[config.mk]
export PLATFORM = sky130hd
export DESIGN_NAME = brake_output_sequencer
export DESIGN_NICKNAME = d
export VERILOG_FILES = /design/src/design/brake_pkg.sv /design/src/design/brake_axis_seq.sv /design/src/design/brake_output_sequencer.sv
export SDC_FILE = /design/constraint.sdc
export NUM_CORES = 1
export LEC_CHECK = 0
export BUFFER_PORTS_ARGS = -buffer_cell sky130_fd_sc_hd__buf_4
export CORE_MARGIN = 1.5
export CORE_UTILIZATION = 49
export DETAILED_ROUTE_END_ITERATION = 16
export PLACE_DENSITY = 0.72
export SLEW_MARGIN = 40
export SYNTH_ARGS = -nofsm -noshare
export SYNTH_HDL_FRONTEND = slang
export SYNTH_HIERARCHICAL = 1
export SYNTH_SLANG_ARGS = --single-unit
[constraint.sdc]
create_clock -name ref_clk -period 7.88 [get_ports ref_clk]
set_input_delay 0.394 -clock ref_clk [delete_from_list [all_inputs] [get_ports ref_clk]]
set_output_delay 0.394 -clock ref_clk [all_outputs]
set_load 0.01 [all_outputs]
[src/design/brake_pkg.sv]
/*
  Shared constants, register map and carrier types of the brake output sequencer.
  Assumes a 25 MHz ref_clk and a 32-bit Avalon-MM register bus with byte addresses.
*/
package brake_pkg;

  // ==========================================================
  // timing
  localparam int CLK_HZ      = 25_000_000;
  localparam int TICK_MS     = 10;
  localparam int TICK_CYCLES = CLK_HZ / 1000 * TICK_MS;

  // ==========================================================
  // register byte offsets
  localparam logic [5:0] OFS_CTRL   = 6'h00;
  localparam logic [5:0] OFS_CFG    = 6'h04;
  localparam logic [5:0] OFS_DLY    = 6'h08;
  localparam logic [5:0] OFS_WAIT   = 6'h0c;
  localparam logic [5:0] OFS_ROT    = 6'h10;
  localparam logic [5:0] OFS_LIN    = 6'h14;
  localparam logic [5:0] OFS_STATUS = 6'h18;
  localparam logic [5:0] OFS_IRQ_ST = 6'h1c;
  localparam logic [5:0] OFS_IRQ_MK = 6'h20;

  // ==========================================================
  // field positions
  localparam int CTRL_SRV_ON  = 0;  // two bits, one per axis
  localparam int CTRL_ZSTOP   = 2;
  localparam int CTRL_LINEAR  = 4;
  localparam int CTRL_RESTART = 8;
  localparam int CFG_BK_ALLOC = 0;  // two bits per axis
  localparam int CFG_TG_ALLOC = 4;
  localparam int CFG_RELAY    = 8;
  localparam int IRQ_BRAKE    = 0;
  localparam int IRQ_POWER    = 2;
  localparam int IRQ_ALARM    = 4;
  localparam int IRQ_W        = 6;

  // ==========================================================
  // ranges and reset values
  localparam logic [5:0]  DLY_MAX     = 6'h32;
  localparam logic [5:0]  DLY_RST     = 6'h00;
  localparam logic [5:0]  DLY_RST_BI  = 6'h20;
  localparam logic [6:0]  WAIT_MIN    = 7'h0a;
  localparam logic [6:0]  WAIT_MAX    = 7'h64;
  localparam logic [6:0]  WAIT_RST    = 7'h32;
  localparam logic [13:0] LVL_MAX     = 14'h2710;
  localparam logic [13:0] ROT_RST     = 14'h0064;
  localparam logic [13:0] LIN_RST     = 14'h000a;
  localparam logic [1:0]  ALLOC_NONE  = 2'h0;
  localparam logic [1:0]  ALLOC_PRI   = 2'h1;
  localparam logic [1:0]  ALLOC_ALT   = 2'h2;
  localparam logic [8:0]  CFG_RST     = 9'h055;
  localparam logic [5:0]  CTRL_RST    = 6'h00;

  // ==========================================================
  // types
  typedef enum logic [5:0] {
    ST_POWERED  = 6'h01,
    ST_OFF_DLY  = 6'h02,
    ST_ALM_STOP = 6'h04,
    ST_ALM_DLY  = 6'h08,
    ST_COAST    = 6'h10,
    ST_BRAKED   = 6'h20
  } axis_state_type;

  typedef struct packed {
    logic        servo_on;
    logic        zero_stop;
    logic [5:0]  delay;
    logic [6:0]  wait_t;
    logic [13:0] level;
  } axis_cfg_type;

  typedef struct packed {
    logic           brake_release;
    logic           power_on;
    logic           ev_brake;
    logic           ev_power;
    axis_state_type state;
  } axis_stat_type;

endpackage

[src/design/brake_axis_seq.sv]
/*
  One axis of the brake sequencer: servo-off delay, alarm stop and coast wait.
  Assumes settings already clamped and a one-cycle 10 ms tick from the parent.
*/
module brake_axis_seq
  import brake_pkg::*;
(
  // clock, reset, enable
  input  wire logic        ref_clk,
  input  wire logic        rst,
  input  wire logic        clk_en,
  input  wire logic        tick,
  // settings and live inputs
  input  wire axis_cfg_type cfg,
  input  wire logic        alarm,
  input  wire logic [15:0] speed,
  // state and events
  output axis_stat_type    stat
);

  axis_state_type state_ff;
  axis_state_type nxt_state;
  logic [6:0]     ticks_ff;
  logic           brake_ff;
  logic           power_ff;
  logic           ev_brake_ff;
  logic           ev_power_ff;
  logic           stopped;
  logic           slow;
  logic           nxt_rel;
  logic           nxt_pwr;

  assign stopped = (speed == 16'h0000);
  assign slow    = (speed < {2'h0, cfg.level});

  // ==========================================================
  // sequencing; overtravel is no input here, so it alone never brakes
  always_comb begin
    nxt_state = state_ff;
    case (state_ff)
      ST_POWERED: begin
        if (alarm && stopped)
          nxt_state = ST_BRAKED;
        else if (alarm && cfg.zero_stop)
          nxt_state = ST_ALM_STOP;
        else if (alarm)
          nxt_state = ST_COAST;
        else if (!cfg.servo_on && !stopped)
          nxt_state = ST_COAST;
        else if (!cfg.servo_on && cfg.delay == 6'h00)
          nxt_state = ST_BRAKED;
        else if (!cfg.servo_on)
          nxt_state = ST_OFF_DLY;
      end
      ST_OFF_DLY: begin
        if (alarm)
          nxt_state = ST_BRAKED;
        else if (ticks_ff >= {1'b0, cfg.delay})
          nxt_state = ST_BRAKED;
      end
      ST_ALM_STOP: begin
        if (stopped && cfg.delay == 6'h00)
          nxt_state = ST_BRAKED;
        else if (stopped)
          nxt_state = ST_ALM_DLY;
      end
      ST_ALM_DLY: begin
        if (ticks_ff >= {1'b0, cfg.delay})
          nxt_state = ST_BRAKED;
      end
      ST_COAST: begin
        if (slow)
          nxt_state = ST_BRAKED;
        else if (ticks_ff >= cfg.wait_t)
          nxt_state = ST_BRAKED;
      end
      ST_BRAKED: begin
        if (cfg.servo_on && !alarm)
          nxt_state = ST_POWERED;
      end
      default: nxt_state = ST_BRAKED;
    endcase
  end

  // release only while powered, stopping under power, or coasting
  assign nxt_rel = (nxt_state == ST_POWERED) || (nxt_state == ST_ALM_STOP) ||
                   (nxt_state == ST_COAST);
  assign nxt_pwr = (nxt_state == ST_POWERED) || (nxt_state == ST_OFF_DLY) ||
                   (nxt_state == ST_ALM_STOP) || (nxt_state == ST_ALM_DLY);

  // state register
  always_ff @(posedge ref_clk or posedge rst) begin
    if (rst)
      state_ff <= ST_BRAKED;
    else if (clk_en)
      state_ff <= nxt_state;
  end

  // tick counter restarts on every state change, saturates at top
  always_ff @(posedge ref_clk or posedge rst) begin
    if (rst)
      ticks_ff <= 7'h00;
    else if (clk_en) begin
      if (nxt_state != state_ff)
        ticks_ff <= 7'h00;
      else if (tick && ticks_ff != 7'h7f)
        ticks_ff <= ticks_ff + 7'h01;
    end
  end

  // outputs and one-cycle events
  always_ff @(posedge ref_clk or posedge rst) begin
    if (rst) begin
      brake_ff    <= 1'b0;
      power_ff    <= 1'b0;
      ev_brake_ff <= 1'b0;
      ev_power_ff <= 1'b0;
    end else if (clk_en) begin
      brake_ff    <= nxt_rel;
      power_ff    <= nxt_pwr;
      ev_brake_ff <= brake_ff && !nxt_rel;
      ev_power_ff <= power_ff && !nxt_pwr;
    end
  end

  assign stat = '{brake_release: brake_ff, power_on: power_ff,
                  ev_brake: ev_brake_ff, ev_power: ev_power_ff, state: state_ff};

endmodule

[src/design/brake_output_sequencer.sv]
/*
  Brake output sequencer for two servo axes with Avalon-MM registers,
  output pin routing with OR merging, built-in relay drive and interrupt.
  Assumes motor speed magnitudes arrive on ref_clk; alarm and overtravel are pins.
*/
module brake_output_sequencer
  import brake_pkg::*;
#(
  parameter int TICK_CYCLES_P = TICK_CYCLES,
  parameter bit BUILTIN_BRAKE = 1'b0,
  parameter int MAX_SPEED     = 10000,
  parameter int ROTATION_DETECT_OUT_LEVEL    = 20
)
(
  // clock, reset, enable
  input  wire logic        ref_clk,
  input  wire logic        rst,
  input  wire logic        clk_en,
  // avalon-mm slave
  input  wire logic [5:0]  avs_address,
  input  wire logic        avs_read,
  input  wire logic        avs_write,
  input  wire logic [31:0] avs_writedata,
  input  wire logic [3:0]  avs_byteenable,
  output logic      [31:0] avs_readdata,
  output logic             avs_waitrequest,
  // pins from the drive (asynchronous)
  input  wire logic [1:0]  alarm_in,
  input  wire logic [1:0]  overtravel_in,
  // speed magnitudes from the motor loop
  input  wire logic [15:0] motor_speed_a,
  input  wire logic [15:0] motor_speed_b,
  // outputs
  output logic      [3:0]  out_pin,
  output logic      [1:0]  motor_power_on,
  output logic             brake_relay_drive,
  output logic             irq
);

  // ==========================================================
  // elaboration checks
  generate
    if (TICK_CYCLES_P < 2 || MAX_SPEED < 1 || MAX_SPEED > 16383 ||
        ROTATION_DETECT_OUT_LEVEL < 0 || ROTATION_DETECT_OUT_LEVEL > 65535) begin : g_bad_param
      $error("brake_output_sequencer: parameter out of range");
    end
  endgenerate

  localparam int          TW      = $clog2(TICK_CYCLES_P);
  localparam logic [13:0] MAX_SPD = 14'(MAX_SPEED);
  localparam logic [15:0] ROTATION_DETECT_OUT_L  = 16'(ROTATION_DETECT_OUT_LEVEL);
  localparam logic [5:0]  DLY_A0  = BUILTIN_BRAKE ? DLY_RST_BI : DLY_RST;

  // ==========================================================
  // declarations
  logic [TW-1:0]   tick_cnt_ff;
  logic            tick_ff;
  logic [3:0]      sync1_ff;
  logic [3:0]      sync2_ff;
  logic [3:0]      sync3_ff;
  logic [3:0]      pin_filt_ff;
  logic [1:0]      alarm;
  logic [1:0]      overtravel;
  logic [1:0]      alarm_prev_ff;
  logic            wait_ff;
  logic [31:0]     rdata_ff;
  logic            req;
  logic            wr_go;
  logic [31:0]     rd_mux;
  logic [31:0]     wval;
  logic [5:0]      ctrl_ff;
  logic [8:0]      cfg_ff;
  logic [8:0]      act_cfg_ff;
  logic            restart_ff;
  logic [5:0]      dly_ff [2];
  logic [6:0]      wait_t_ff [2];
  logic [13:0]     rot_ff [2];
  logic [13:0]     lin_ff [2];
  logic [IRQ_W-1:0] irq_st_ff;
  logic [IRQ_W-1:0] irq_mk_ff;
  logic [IRQ_W-1:0] irq_ev;
  logic [IRQ_W-1:0] irq_clr;
  logic [IRQ_W-1:0] nxt_irq_st;
  logic            irq_ff;
  logic [3:0]      pin_ff;
  logic [3:0]      nxt_pin;
  logic [1:0]      pwr_ff;
  logic            relay_ff;
  logic [1:0]      rot_det;
  logic [1:0]      shared_warn;
  logic [15:0]     speed [2];
  axis_cfg_type    axis_cfg [2];
  axis_stat_type   axis_stat [2];

  // ==========================================================
  // helpers
  function automatic logic [31:0] be_merge(input logic [31:0] old,
                                           input logic [31:0] nw,
                                           input logic [3:0]  be);
    logic [31:0] r;
    r = old;
    for (int i = 0; i < 4; i++) begin
      if (be[i])
        r[8*i +: 8] = nw[8*i +: 8];
    end
    return r;
  endfunction

  // out-of-range writes saturate rather than being refused
  function automatic logic [5:0] clamp_dly(input logic [7:0] v);
    return (v > {2'h0, DLY_MAX}) ? DLY_MAX : v[5:0];
  endfunction

  function automatic logic [6:0] clamp_wait(input logic [7:0] v);
    logic [6:0] r;
    r = v[6:0];
    if (v > {1'b0, WAIT_MAX})
      r = WAIT_MAX;
    else if (v < {1'b0, WAIT_MIN})
      r = WAIT_MIN;
    return r;
  endfunction

  function automatic logic [13:0] clamp_lvl(input logic [15:0] v);
    return (v > {2'h0, LVL_MAX}) ? LVL_MAX : v[13:0];
  endfunction

  // ==========================================================
  // 10 ms tick, shared by both axes
  always_ff @(posedge ref_clk or posedge rst) begin
    if (rst) begin
      tick_cnt_ff <= '0;
      tick_ff     <= 1'b0;
    end else if (clk_en) begin
      tick_ff <= (tick_cnt_ff == TW'(TICK_CYCLES_P - 1));
      if (tick_cnt_ff == TW'(TICK_CYCLES_P - 1))
        tick_cnt_ff <= '0;
      else
        tick_cnt_ff <= tick_cnt_ff + TW'(1);
    end
  end

  // ==========================================================
  // pin synchronisers: a change counts once stages two and three agree
  always_ff @(posedge ref_clk or posedge rst) begin
    if (rst) begin
      sync1_ff    <= 4'h0;
      sync2_ff    <= 4'h0;
      sync3_ff    <= 4'h0;
      pin_filt_ff <= 4'h0;
    end else if (clk_en) begin
      sync1_ff    <= {overtravel_in, alarm_in};
      sync2_ff    <= sync1_ff;
      sync3_ff    <= sync2_ff;
      pin_filt_ff <= (sync2_ff & sync3_ff) | (pin_filt_ff & (sync2_ff | sync3_ff));
    end
  end

  assign alarm      = pin_filt_ff[1:0];
  assign overtravel = pin_filt_ff[3:2];

  // ==========================================================
  // avalon-mm: one wait cycle, then a single cycle with waitrequest low
  assign req   = avs_read || avs_write;
  assign wr_go = avs_write && !wait_ff;

  always_ff @(posedge ref_clk or posedge rst) begin
    if (rst) begin
      wait_ff  <= 1'b1;
      rdata_ff <= 32'h0000_0000;
    end else if (clk_en) begin
      wait_ff <= !(req && wait_ff);
      if (avs_read && wait_ff)
        rdata_ff <= rd_mux;
    end
  end

  // read mux, also the base of byte-lane merges; unmapped reads zero
  always_comb begin
    rd_mux = 32'h0000_0000;
    case (avs_address)
      OFS_CTRL:   rd_mux = {26'h0, ctrl_ff};
      OFS_CFG:    rd_mux = {23'h0, cfg_ff};
      OFS_DLY:    rd_mux = {18'h0, dly_ff[1], 2'h0, dly_ff[0]};
      OFS_WAIT:   rd_mux = {17'h0, wait_t_ff[1], 1'b0, wait_t_ff[0]};
      OFS_ROT:    rd_mux = {2'h0, rot_ff[1], 2'h0, rot_ff[0]};
      OFS_LIN:    rd_mux = {2'h0, lin_ff[1], 2'h0, lin_ff[0]};
      OFS_STATUS: rd_mux = {2'h0, axis_stat[1].state, 2'h0, axis_stat[0].state,
                            1'b0, shared_warn, relay_ff, pin_ff,
                            overtravel, alarm, pwr_ff,
                            axis_stat[1].brake_release, axis_stat[0].brake_release};
      OFS_IRQ_ST: rd_mux = {26'h0, irq_st_ff};
      OFS_IRQ_MK: rd_mux = {26'h0, irq_mk_ff};
      default:    rd_mux = 32'h0000_0000;
    endcase
  end

  assign wval = be_merge(rd_mux, avs_writedata, avs_byteenable);

  // ==========================================================
  // control: servo-on command, stop method, motor type, restart
  always_ff @(posedge ref_clk or posedge rst) begin
    if (rst) begin
      ctrl_ff    <= CTRL_RST;
      restart_ff <= 1'b1;
    end else if (clk_en) begin
      restart_ff <= 1'b0;
      if (wr_go && avs_address == OFS_CTRL) begin
        ctrl_ff    <= wval[5:0];
        restart_ff <= avs_byteenable[1] && avs_writedata[CTRL_RESTART];
      end
    end
  end

  // routing and relay settings only act after a restart
  always_ff @(posedge ref_clk or posedge rst) begin
    if (rst) begin
      cfg_ff     <= CFG_RST;
      act_cfg_ff <= CFG_RST;
    end else if (clk_en) begin
      if (wr_go && avs_address == OFS_CFG)
        cfg_ff <= wval[8:0];
      if (restart_ff)
        act_cfg_ff <= cfg_ff;
    end
  end

  // timing and speed level settings act immediately
  always_ff @(posedge ref_clk or posedge rst) begin
    if (rst) begin
      dly_ff[0]    <= DLY_A0;
      dly_ff[1]    <= DLY_RST;
      wait_t_ff[0] <= WAIT_RST;
      wait_t_ff[1] <= WAIT_RST;
      rot_ff[0]    <= ROT_RST;
      rot_ff[1]    <= ROT_RST;
      lin_ff[0]    <= LIN_RST;
      lin_ff[1]    <= LIN_RST;
    end else if (clk_en && wr_go) begin
      case (avs_address)
        OFS_DLY: begin
          dly_ff[0] <= clamp_dly(wval[7:0]);
          dly_ff[1] <= clamp_dly(wval[15:8]);
        end
        OFS_WAIT: begin
          wait_t_ff[0] <= clamp_wait(wval[7:0]);
          wait_t_ff[1] <= clamp_wait(wval[15:8]);
        end
        OFS_ROT: begin
          rot_ff[0] <= clamp_lvl(wval[15:0]);
          rot_ff[1] <= clamp_lvl(wval[31:16]);
        end
        OFS_LIN: begin
          lin_ff[0] <= clamp_lvl(wval[15:0]);
          lin_ff[1] <= clamp_lvl(wval[31:16]);
        end
        default: ;
      endcase
    end
  end

  // ==========================================================
  // axis sequencers
  assign speed[0] = motor_speed_a;
  assign speed[1] = motor_speed_b;

  generate
    for (genvar g = 0; g < 2; g++) begin : g_axis
      logic [13:0] lvl_sel;
      assign lvl_sel = ctrl_ff[CTRL_LINEAR + g] ? lin_ff[g] : rot_ff[g];
      assign axis_cfg[g].servo_on  = ctrl_ff[CTRL_SRV_ON + g];
      assign axis_cfg[g].zero_stop = ctrl_ff[CTRL_ZSTOP + g];
      assign axis_cfg[g].delay     = dly_ff[g];
      assign axis_cfg[g].wait_t    = wait_t_ff[g];
      // a level above the motor maximum is treated as the maximum
      assign axis_cfg[g].level     = (lvl_sel > MAX_SPD) ? MAX_SPD : lvl_sel;
      assign rot_det[g]            = (speed[g] >= ROTATION_DETECT_OUT_L);

      brake_axis_seq u_seq (
        .ref_clk (ref_clk),
        .rst     (rst),
        .clk_en  (clk_en),
        .tick    (tick_ff),
        .cfg     (axis_cfg[g]),
        .alarm   (alarm[g]),
        .speed   (speed[g]),
        .stat    (axis_stat[g])
      );

      // flags a brake pin shared with rotation detect, which can block braking
      assign shared_warn[g] =
        (act_cfg_ff[CFG_BK_ALLOC + 2*g +: 2] inside {ALLOC_PRI, ALLOC_ALT}) &&
        (act_cfg_ff[CFG_BK_ALLOC + 2*g +: 2] == act_cfg_ff[CFG_TG_ALLOC + 2*g +: 2]);
    end
  endgenerate

  // ==========================================================
  // pin routing: functions on one pin are ORed together
  always_comb begin
    nxt_pin = 4'h0;
    for (int a = 0; a < 2; a++) begin
      if (act_cfg_ff[CFG_BK_ALLOC + 2*a +: 2] == ALLOC_PRI)
        nxt_pin[2*a] = nxt_pin[2*a] | axis_stat[a].brake_release;
      if (act_cfg_ff[CFG_BK_ALLOC + 2*a +: 2] == ALLOC_ALT)
        nxt_pin[2*a+1] = nxt_pin[2*a+1] | axis_stat[a].brake_release;
      if (act_cfg_ff[CFG_TG_ALLOC + 2*a +: 2] == ALLOC_PRI)
        nxt_pin[2*a] = nxt_pin[2*a] | rot_det[a];
      if (act_cfg_ff[CFG_TG_ALLOC + 2*a +: 2] == ALLOC_ALT)
        nxt_pin[2*a+1] = nxt_pin[2*a+1] | rot_det[a];
    end
  end

  // registered outputs; relay exists only on the built-in variant, axis A only
  always_ff @(posedge ref_clk or posedge rst) begin
    if (rst) begin
      pin_ff   <= 4'h0;
      pwr_ff   <= 2'h0;
      relay_ff <= 1'b0;
    end else if (clk_en) begin
      pin_ff   <= nxt_pin;
      pwr_ff   <= {axis_stat[1].power_on, axis_stat[0].power_on};
      relay_ff <= BUILTIN_BRAKE && !act_cfg_ff[CFG_RELAY] &&
                  axis_stat[0].brake_release;
    end
  end

  // ==========================================================
  // interrupts: sticky status, write one to clear, set wins over clear
  assign irq_ev = {alarm & ~alarm_prev_ff,
                   axis_stat[1].ev_power, axis_stat[0].ev_power,
                   axis_stat[1].ev_brake, axis_stat[0].ev_brake};
  assign irq_clr = (wr_go && avs_address == OFS_IRQ_ST) ? wval[IRQ_W-1:0] : '0;
  assign nxt_irq_st = (irq_st_ff & ~irq_clr) | irq_ev;

  always_ff @(posedge ref_clk or posedge rst) begin
    if (rst) begin
      alarm_prev_ff <= 2'h0;
      irq_st_ff     <= '0;
      irq_mk_ff     <= '0;
      irq_ff        <= 1'b0;
    end else if (clk_en) begin
      alarm_prev_ff <= alarm;
      irq_st_ff     <= nxt_irq_st;
      if (wr_go && avs_address == OFS_IRQ_MK)
        irq_mk_ff <= wval[IRQ_W-1:0];
      irq_ff <= |(nxt_irq_st & irq_mk_ff);
    end
  end

  // ==========================================================
  // port drivers
  assign avs_readdata      = rdata_ff;
  assign avs_waitrequest   = wait_ff;
  assign out_pin           = pin_ff;
  assign motor_power_on    = pwr_ff;
  assign brake_relay_drive = relay_ff;
  assign irq               = irq_ff;

endmodule

# Word-level counts from Yosys, hierarchy flattened
# Cells that the tools add are included.
[classes] addsub=3 magnitude_cmp=18 eq_ne=45 n_mux=60 bitwise=14 reduce_logical=73
[ops] operator="$pmux 30 s9" n=1
[ops] operator="$mux 6" n=29
[ops] operator="$mux 14" n=6
[ops] operator="$pmux 6 s6" n=2
[ops] operator="$mux 7" n=8
[ops] operator="$eq 6x5->1 const B" n=8
[ops] operator="$eq 6x4->1 const B" n=6
[ops] operator="$ge 16x5->1 const B" n=2
[ops] operator="$gt 16x14->1 const B" n=2
[ops] operator="$logic_not 16->1" n=2
[ops] operator="$lt 16x14->1" n=2
[ops] operator="$mux 8" n=4
[ops] operator="$eq 6x3->1 const B" n=5
[ops] operator="$logic_and 1x1->1" n=29
[ops] operator="$gt 14x14->1 const B" n=2
[ops] operator="$eq 6x1->1 const B" n=4
[ops] operator="$eq 6x2->1 const B" n=4
[ops] operator="$reduce_and 2->1" n=11
[ops] operator="$add 18x1->18 const B" n=1
[ops] operator="$eq 18x18->1 const B" n=1
[ops] operator="$eq 6x6->1 const B" n=3
[ops] operator="$logic_not 6->1" n=3
[ops] operator="$mux 18" n=1
[ops] operator="$gt 8x6->1 const B" n=2
[ops] operator="other kinds (23)" n=75
[totals] regBits=229 inputBits=83 output_inout_bits=41 word_cells=251

# Depth between registers and ports, before layout
[depth] word_depth=14 depth_mapped=18 mapped_depth_nobuf=17

# By module
# The synthesis kept the hierarchy.
[modules_own_cells] mod="brake_output_sequencer" n_inst=1 cells_per_inst=1067 area_each_um2=10376.2 seq_area_each_um2=4837.1
[modules_own_cells] mod="brake_axis_seq at g_axis[0].u_seq" n_inst=1 cells_per_inst=238 area_each_um2=1959.4 seq_area_each_um2=426.7
[modules_own_cells] mod="brake_axis_seq at g_axis[1].u_seq" n_inst=1 cells_per_inst=238 area_each_um2=1919.3 seq_area_each_um2=426.7

# Worst setup path after synthesis
# OpenSTA, ideal clock, no wires.
[synth_path] kind="register to register" start="register lin_ff[0] (netlist name)" end="register g_axis[1].u_seq.ticks_ff[2]" setup_time_ns=0.120 t_arrival_ns=3.321 t_required_ns=7.760 setup_slack_ns=4.439 path_stages_with_launch=19 path_buffers=1 period_less_slack_ns=3.441 cell_sequence="dfrtp_1 > o41ai_1 > a21oi_1 > a31oi_1 > a21oi_1 > o21a_1 > clkbuf_1 > a211o_1 > inv_1 > ha_1 > a21oi_1 > o21ai_0 > a211o_1 > a31o_1 > nand2_1 > a211oi_2 > o2111ai_4 > nand2_2 > a31o_1"
[synth_rtl] element="start: declaration" line="brake_output_sequencer.sv:78" text="logic [13:0] lin_ff [2];"
[synth_rtl] element="end signal: assignment" line="brake_axis_seq.sv:107" text="ticks_ff <= ticks_ff + 7'h01;"
[synth_rtl] element="end: declaration" line="brake_axis_seq.sv:23" text="logic [6:0] ticks_ff;"

==> out/metrics.yaml <==
status:
  status: "complete, no violations"
die:
  rows: 62
  coreArea_um2: 28700
  die_area_um2: 30100
  start_util: 0.497
  die_h_um: 174
  fp.dieW_um: 174
  ioPinCount: 124
drt:
  ant_nets: 0
  vias: 12600
  post-route-drc-count: 0
  viasPerCell: 6.25
  drtIter0Drc: 1447
  wl_per_cell_um: 21.9
  wl_um: 44300
  dr.pass1.iters: 6
worst_setup_path:
  regToRegSetupSlack_ns: 3.96
  slowest_stage: "o41ai_1"
  cpLargestDelayFamily: "compound AO/OA/AOI/OAI gates"
  cpPeakStageDelay_ns: 0.56
  timing.rr.start: "lin_ff[0]"
  crit_chain: "o41ai_1, a21oi_1, a31oi_1, a21oi_1, o21a_1, a211o_1, inv_1, ha_1, a21oi_1, o21ai_0, a211o_1, a31o_1, nand2_1, a211oi_2, o2111ai_4, nand2_2, a31o_1"
  crit_arrival_ns: 4.34
  end_kind: "flop"
  worstSetupStartpoint: "lin_ff[0]"
  required_ns: 8.31
  r2r-end: "g_axis[1].u_seq/ticks_ff[4]"
  worst-path-buf-inv: 1
  worstSetupEndpoint: "g_axis[1].u_seq/ticks_ff[4]"
  cpMostUsedCell: "a21oi_1"
  cp_max_fo: 11
  path_class: "flop to flop"
  worstRegToRegCells: 17
  start_kind: "flop"
  crit_cells: 17
timing:
  worst_slew_pin_slew_ns: 0.825
  slew_headroom: 0.434
  final_max_slew_viol_count: 0
  rsz0062_at_grt: "false"
  hold_viol_final: 0
  finalSetupTns_ns: 0
  fin_crit_sh: 0.497
  skew_ns: 0.0164
  finalCriticalPeriod_ns: 3.92
  fmax_mhz: 255
  setup_violations: 0
synthesis:
  synth_top_area_frac: 0.348
  postSynthCellCount: 1543
  syn_avg_cell_area_um2: 9.24
  seq_area_frac_synth: 0.399
  synth-edff-count: 0
  synth.distinct_cells: 108
  synth_ff_type: "dfrtp_1"
  synth_warnings: 6
  ys_ff_latch: 226
  netlist_top_cells_area: "dfrtp_1 (35%), nand2_1 (5.5%), ha_1 (5.2%)"
  synth_async_sr_flop_share: 1.00
  synth_top_area_cell: "dfrtp_1"
  synth_area_um2: 14300
power_and_ir_drop:
  p_sw_mw: 0.885
  powerDensity_nw_per_um2: 191
  total_leakage_power_nw: 6.90
  p_clk_frac: 0.411
  swShare: 0.285
  comb_power_share: 0.156
  peakVddDrop_mv: 0.145
  seq_power_share: 0.433
  p_int_mw: 2.22
clock_network:
  insertion_delay_ns: 0.54
  root_buffer: "clkbuf_16"
  path_clk_slew_ns: 0.06
  cts_tree: "yes"
  htreeDepth: 1
  clock_sinks: 226
  postCtsResizedCells: 0
  clockBufferDepth: 3
  cts_inserted_buffers: 27
worst_hold_path:
  hp-class: "input port to flop"
  hold_depth: 2
layout:
  final_area_um2: 16300
  syn_to_final_growth_pct: 14.0
  final_common_cell: "nand2_1"
  utilization: 0.566
  nFillCells: 2560
  nets: 1757
  layout_common_cells: "nand2_1 (208), dfrtp_1 (196), buf_4 (127), o21ai_0 (107), nor2_1 (101)"
  diodes: 0
  drive_gt1_frac: 0.191
placement:
  placed_area_um2: 15300
  dp_hpwl_um: 32900
  gp_congestion: 0.973
  port_buffers: 119
global_route:
  grt_pass1_wl_um: 70000
  grt_overflow: 0
  grt_pass1_vias: 12400
  grt_use_total: 0.293
  grt_max_degree: 121
  antenna_found_initial: 0
job:
  cap_viol_max_count: 0
Yosys cell counts (10+ instances only):
library cell / count
inv_1: 89
nor2_1: 101
a22o_1: 13
buf_4: 15
nand4_1: 18
clkbuf_1: 49
o2bb2ai_1: 11
nor2b_1: 18
a22oi_1: 17
a21oi_1: 59
o41ai_1: 11
nor3_1: 28
dfstp_2: 28
mux2i_1: 41
buf_2: 14
nand2b_1: 20
mux2_2: 50
a21o_1: 13
o21ai_1: 12
dfrtp_1: 198
o31ai_1: 19
ha_1: 59
nand2_1: 208
nor4_1: 21
o21ai_0: 107
xor2_1: 10
xnor2_1: 14
and3_1: 12
a211o_1: 15
nand3_1: 38
o211ai_1: 11
o22a_1: 16
a31oi_1: 20
routing by layer:
| layer | routed length (µm) | share of wire | vias up | GRT usage |
|---|---|---|---|---|
| met5 | 0 | 0 | - | 0 |
| met4 | 2030 | 0.046 | 0 | 0.120 |
| met2 | 19600 | 0.44 | 604 | 0.460 |
| li1 | - | - | 5780 | - |
| met3 | 3580 | 0.081 | 119 | 0.0529 |
| met1 | 19000 | 0.43 | 6120 | 0.402 |
power by group through the flow:
stage | clock network [mW] | registers, mW | logic [mW]
final | 1.28 | 1.35 | 0.483
after global routing | 1.34 | 1.35 | 0.535
after CTS | 1.28 | 1.34 | 0.478
after detailed placement | 0 | 1.36 | 0.476
after global placement | 0 | 1.36 | 0.461
after floorplan | 0 | 1.32 | 0.332
kinds of logic (layout without fill, tap and decap cells):
group | count (synthesis) | count (layout) | synth area share
simple gates | 538 | 538 | 0.188
mux | 100 | 100 | 0.0825
other cells | 1 | 4 | 0.000263
flops | 226 | 226 | 0.399
xor+xnor | 24 | 24 | 0.0147
compound gates | 415 | 415 | 0.208
fa+ha+maj | 60 | 60 | 0.0526
buf+inv | 179 | 268 | 0.0549
worst min path at each step:
stage                          endpoint        startpoint
6_report                    sync1_ff[2]  overtravel_in[0]
5_1_grt                     sync1_ff[1]       alarm_in[1]
4_1_cts                alarm_prev_ff[1]               rst
3_5_place_dp           avs_readdata[27]  avs_readdata[27]
3_3_place_gp           avs_readdata[25]  avs_readdata[25]
2_1_floorplan  g_axis[0].u_seq/brake_ff               rst
metrics by stage:
step | worst slack, ns | hold slack (ns) | power [mW] | instances
after floorplan | 2.30 | 0.319 | 1.65 | 1546
after detailed placement | 3.94 | 0.473 | 1.84 | 1969
final | 3.96 | 0.0894 | 3.10 | 2019
after global placement | 3.89 | 0.465 | 1.82 | 1969
after global routing | 3.62 | 0.0841 | 3.22 | 2019
after CTS | 3.93 | 0.0173 | 3.10 | 2018
timing repair:
action	in CTS	in global routing
hold buffers	0	1
endpoints found under the hold margin	0	7
buffers inserted	0	0
flip-flops by register name, indices dropped and copies added, names as in the netlist, 2 cells and up:
register,cells
g_axis.u_seq/ticks_ff,14
g_axis.u_seq/power_ff,2
sync1_ff,4
sync3_ff,4
ctrl_ff,6
rot_ff,28
avs_readdata,29
g_axis.u_seq/ev_power_ff,2
act_cfg_ff,8
irq_mk_ff,6
cfg_ff,9
pin_filt_ff,4
motor_power_on,2
tick_cnt_ff,18
axis_cfg,26
lin_ff,28
irq_st_ff,6
alarm_prev_ff,2
out_pin,4
g_axis.u_seq/state_ff,12
g_axis.u_seq/brake_ff,2
sync2_ff,4
g_axis.u_seq/ev_brake_ff,2
worst register-to-register path, stage by stage (launching register included):
cell and delay [ns]:
dfrtp_1 0.41, o41ai_1 0.56, a21oi_1 0.13, a31oi_1 0.16, a21oi_1 0.06, o21a_1 0.33
a211o_1 0.31, inv_1 0.06, ha_1 0.23, a21oi_1 0.14, o21ai_0 0.08, a211o_1 0.26
a31o_1 0.21, nand2_1 0.10, a211oi_2 0.09, o2111ai_4 0.37, nand2_2 0.10, a31o_1 0.23
area by class of cell:
cell class | count | area, µm² | share of cell area
Clock buffer | 39 | 771 | 0.0474
Clock inverter | 10 | 135 | 0.00831
Inverter | 89 | 347 | 0.0213
Multi-Input combinational cell | 1141 | 7850 | 0.483
Sequential cell | 226 | 5690 | 0.350
Tap cell | 384 | 480 | 0.0296
Timing Repair Buffer | 130 | 986 | 0.0606
Note: power is estimated with default switching activity, not from simulation.
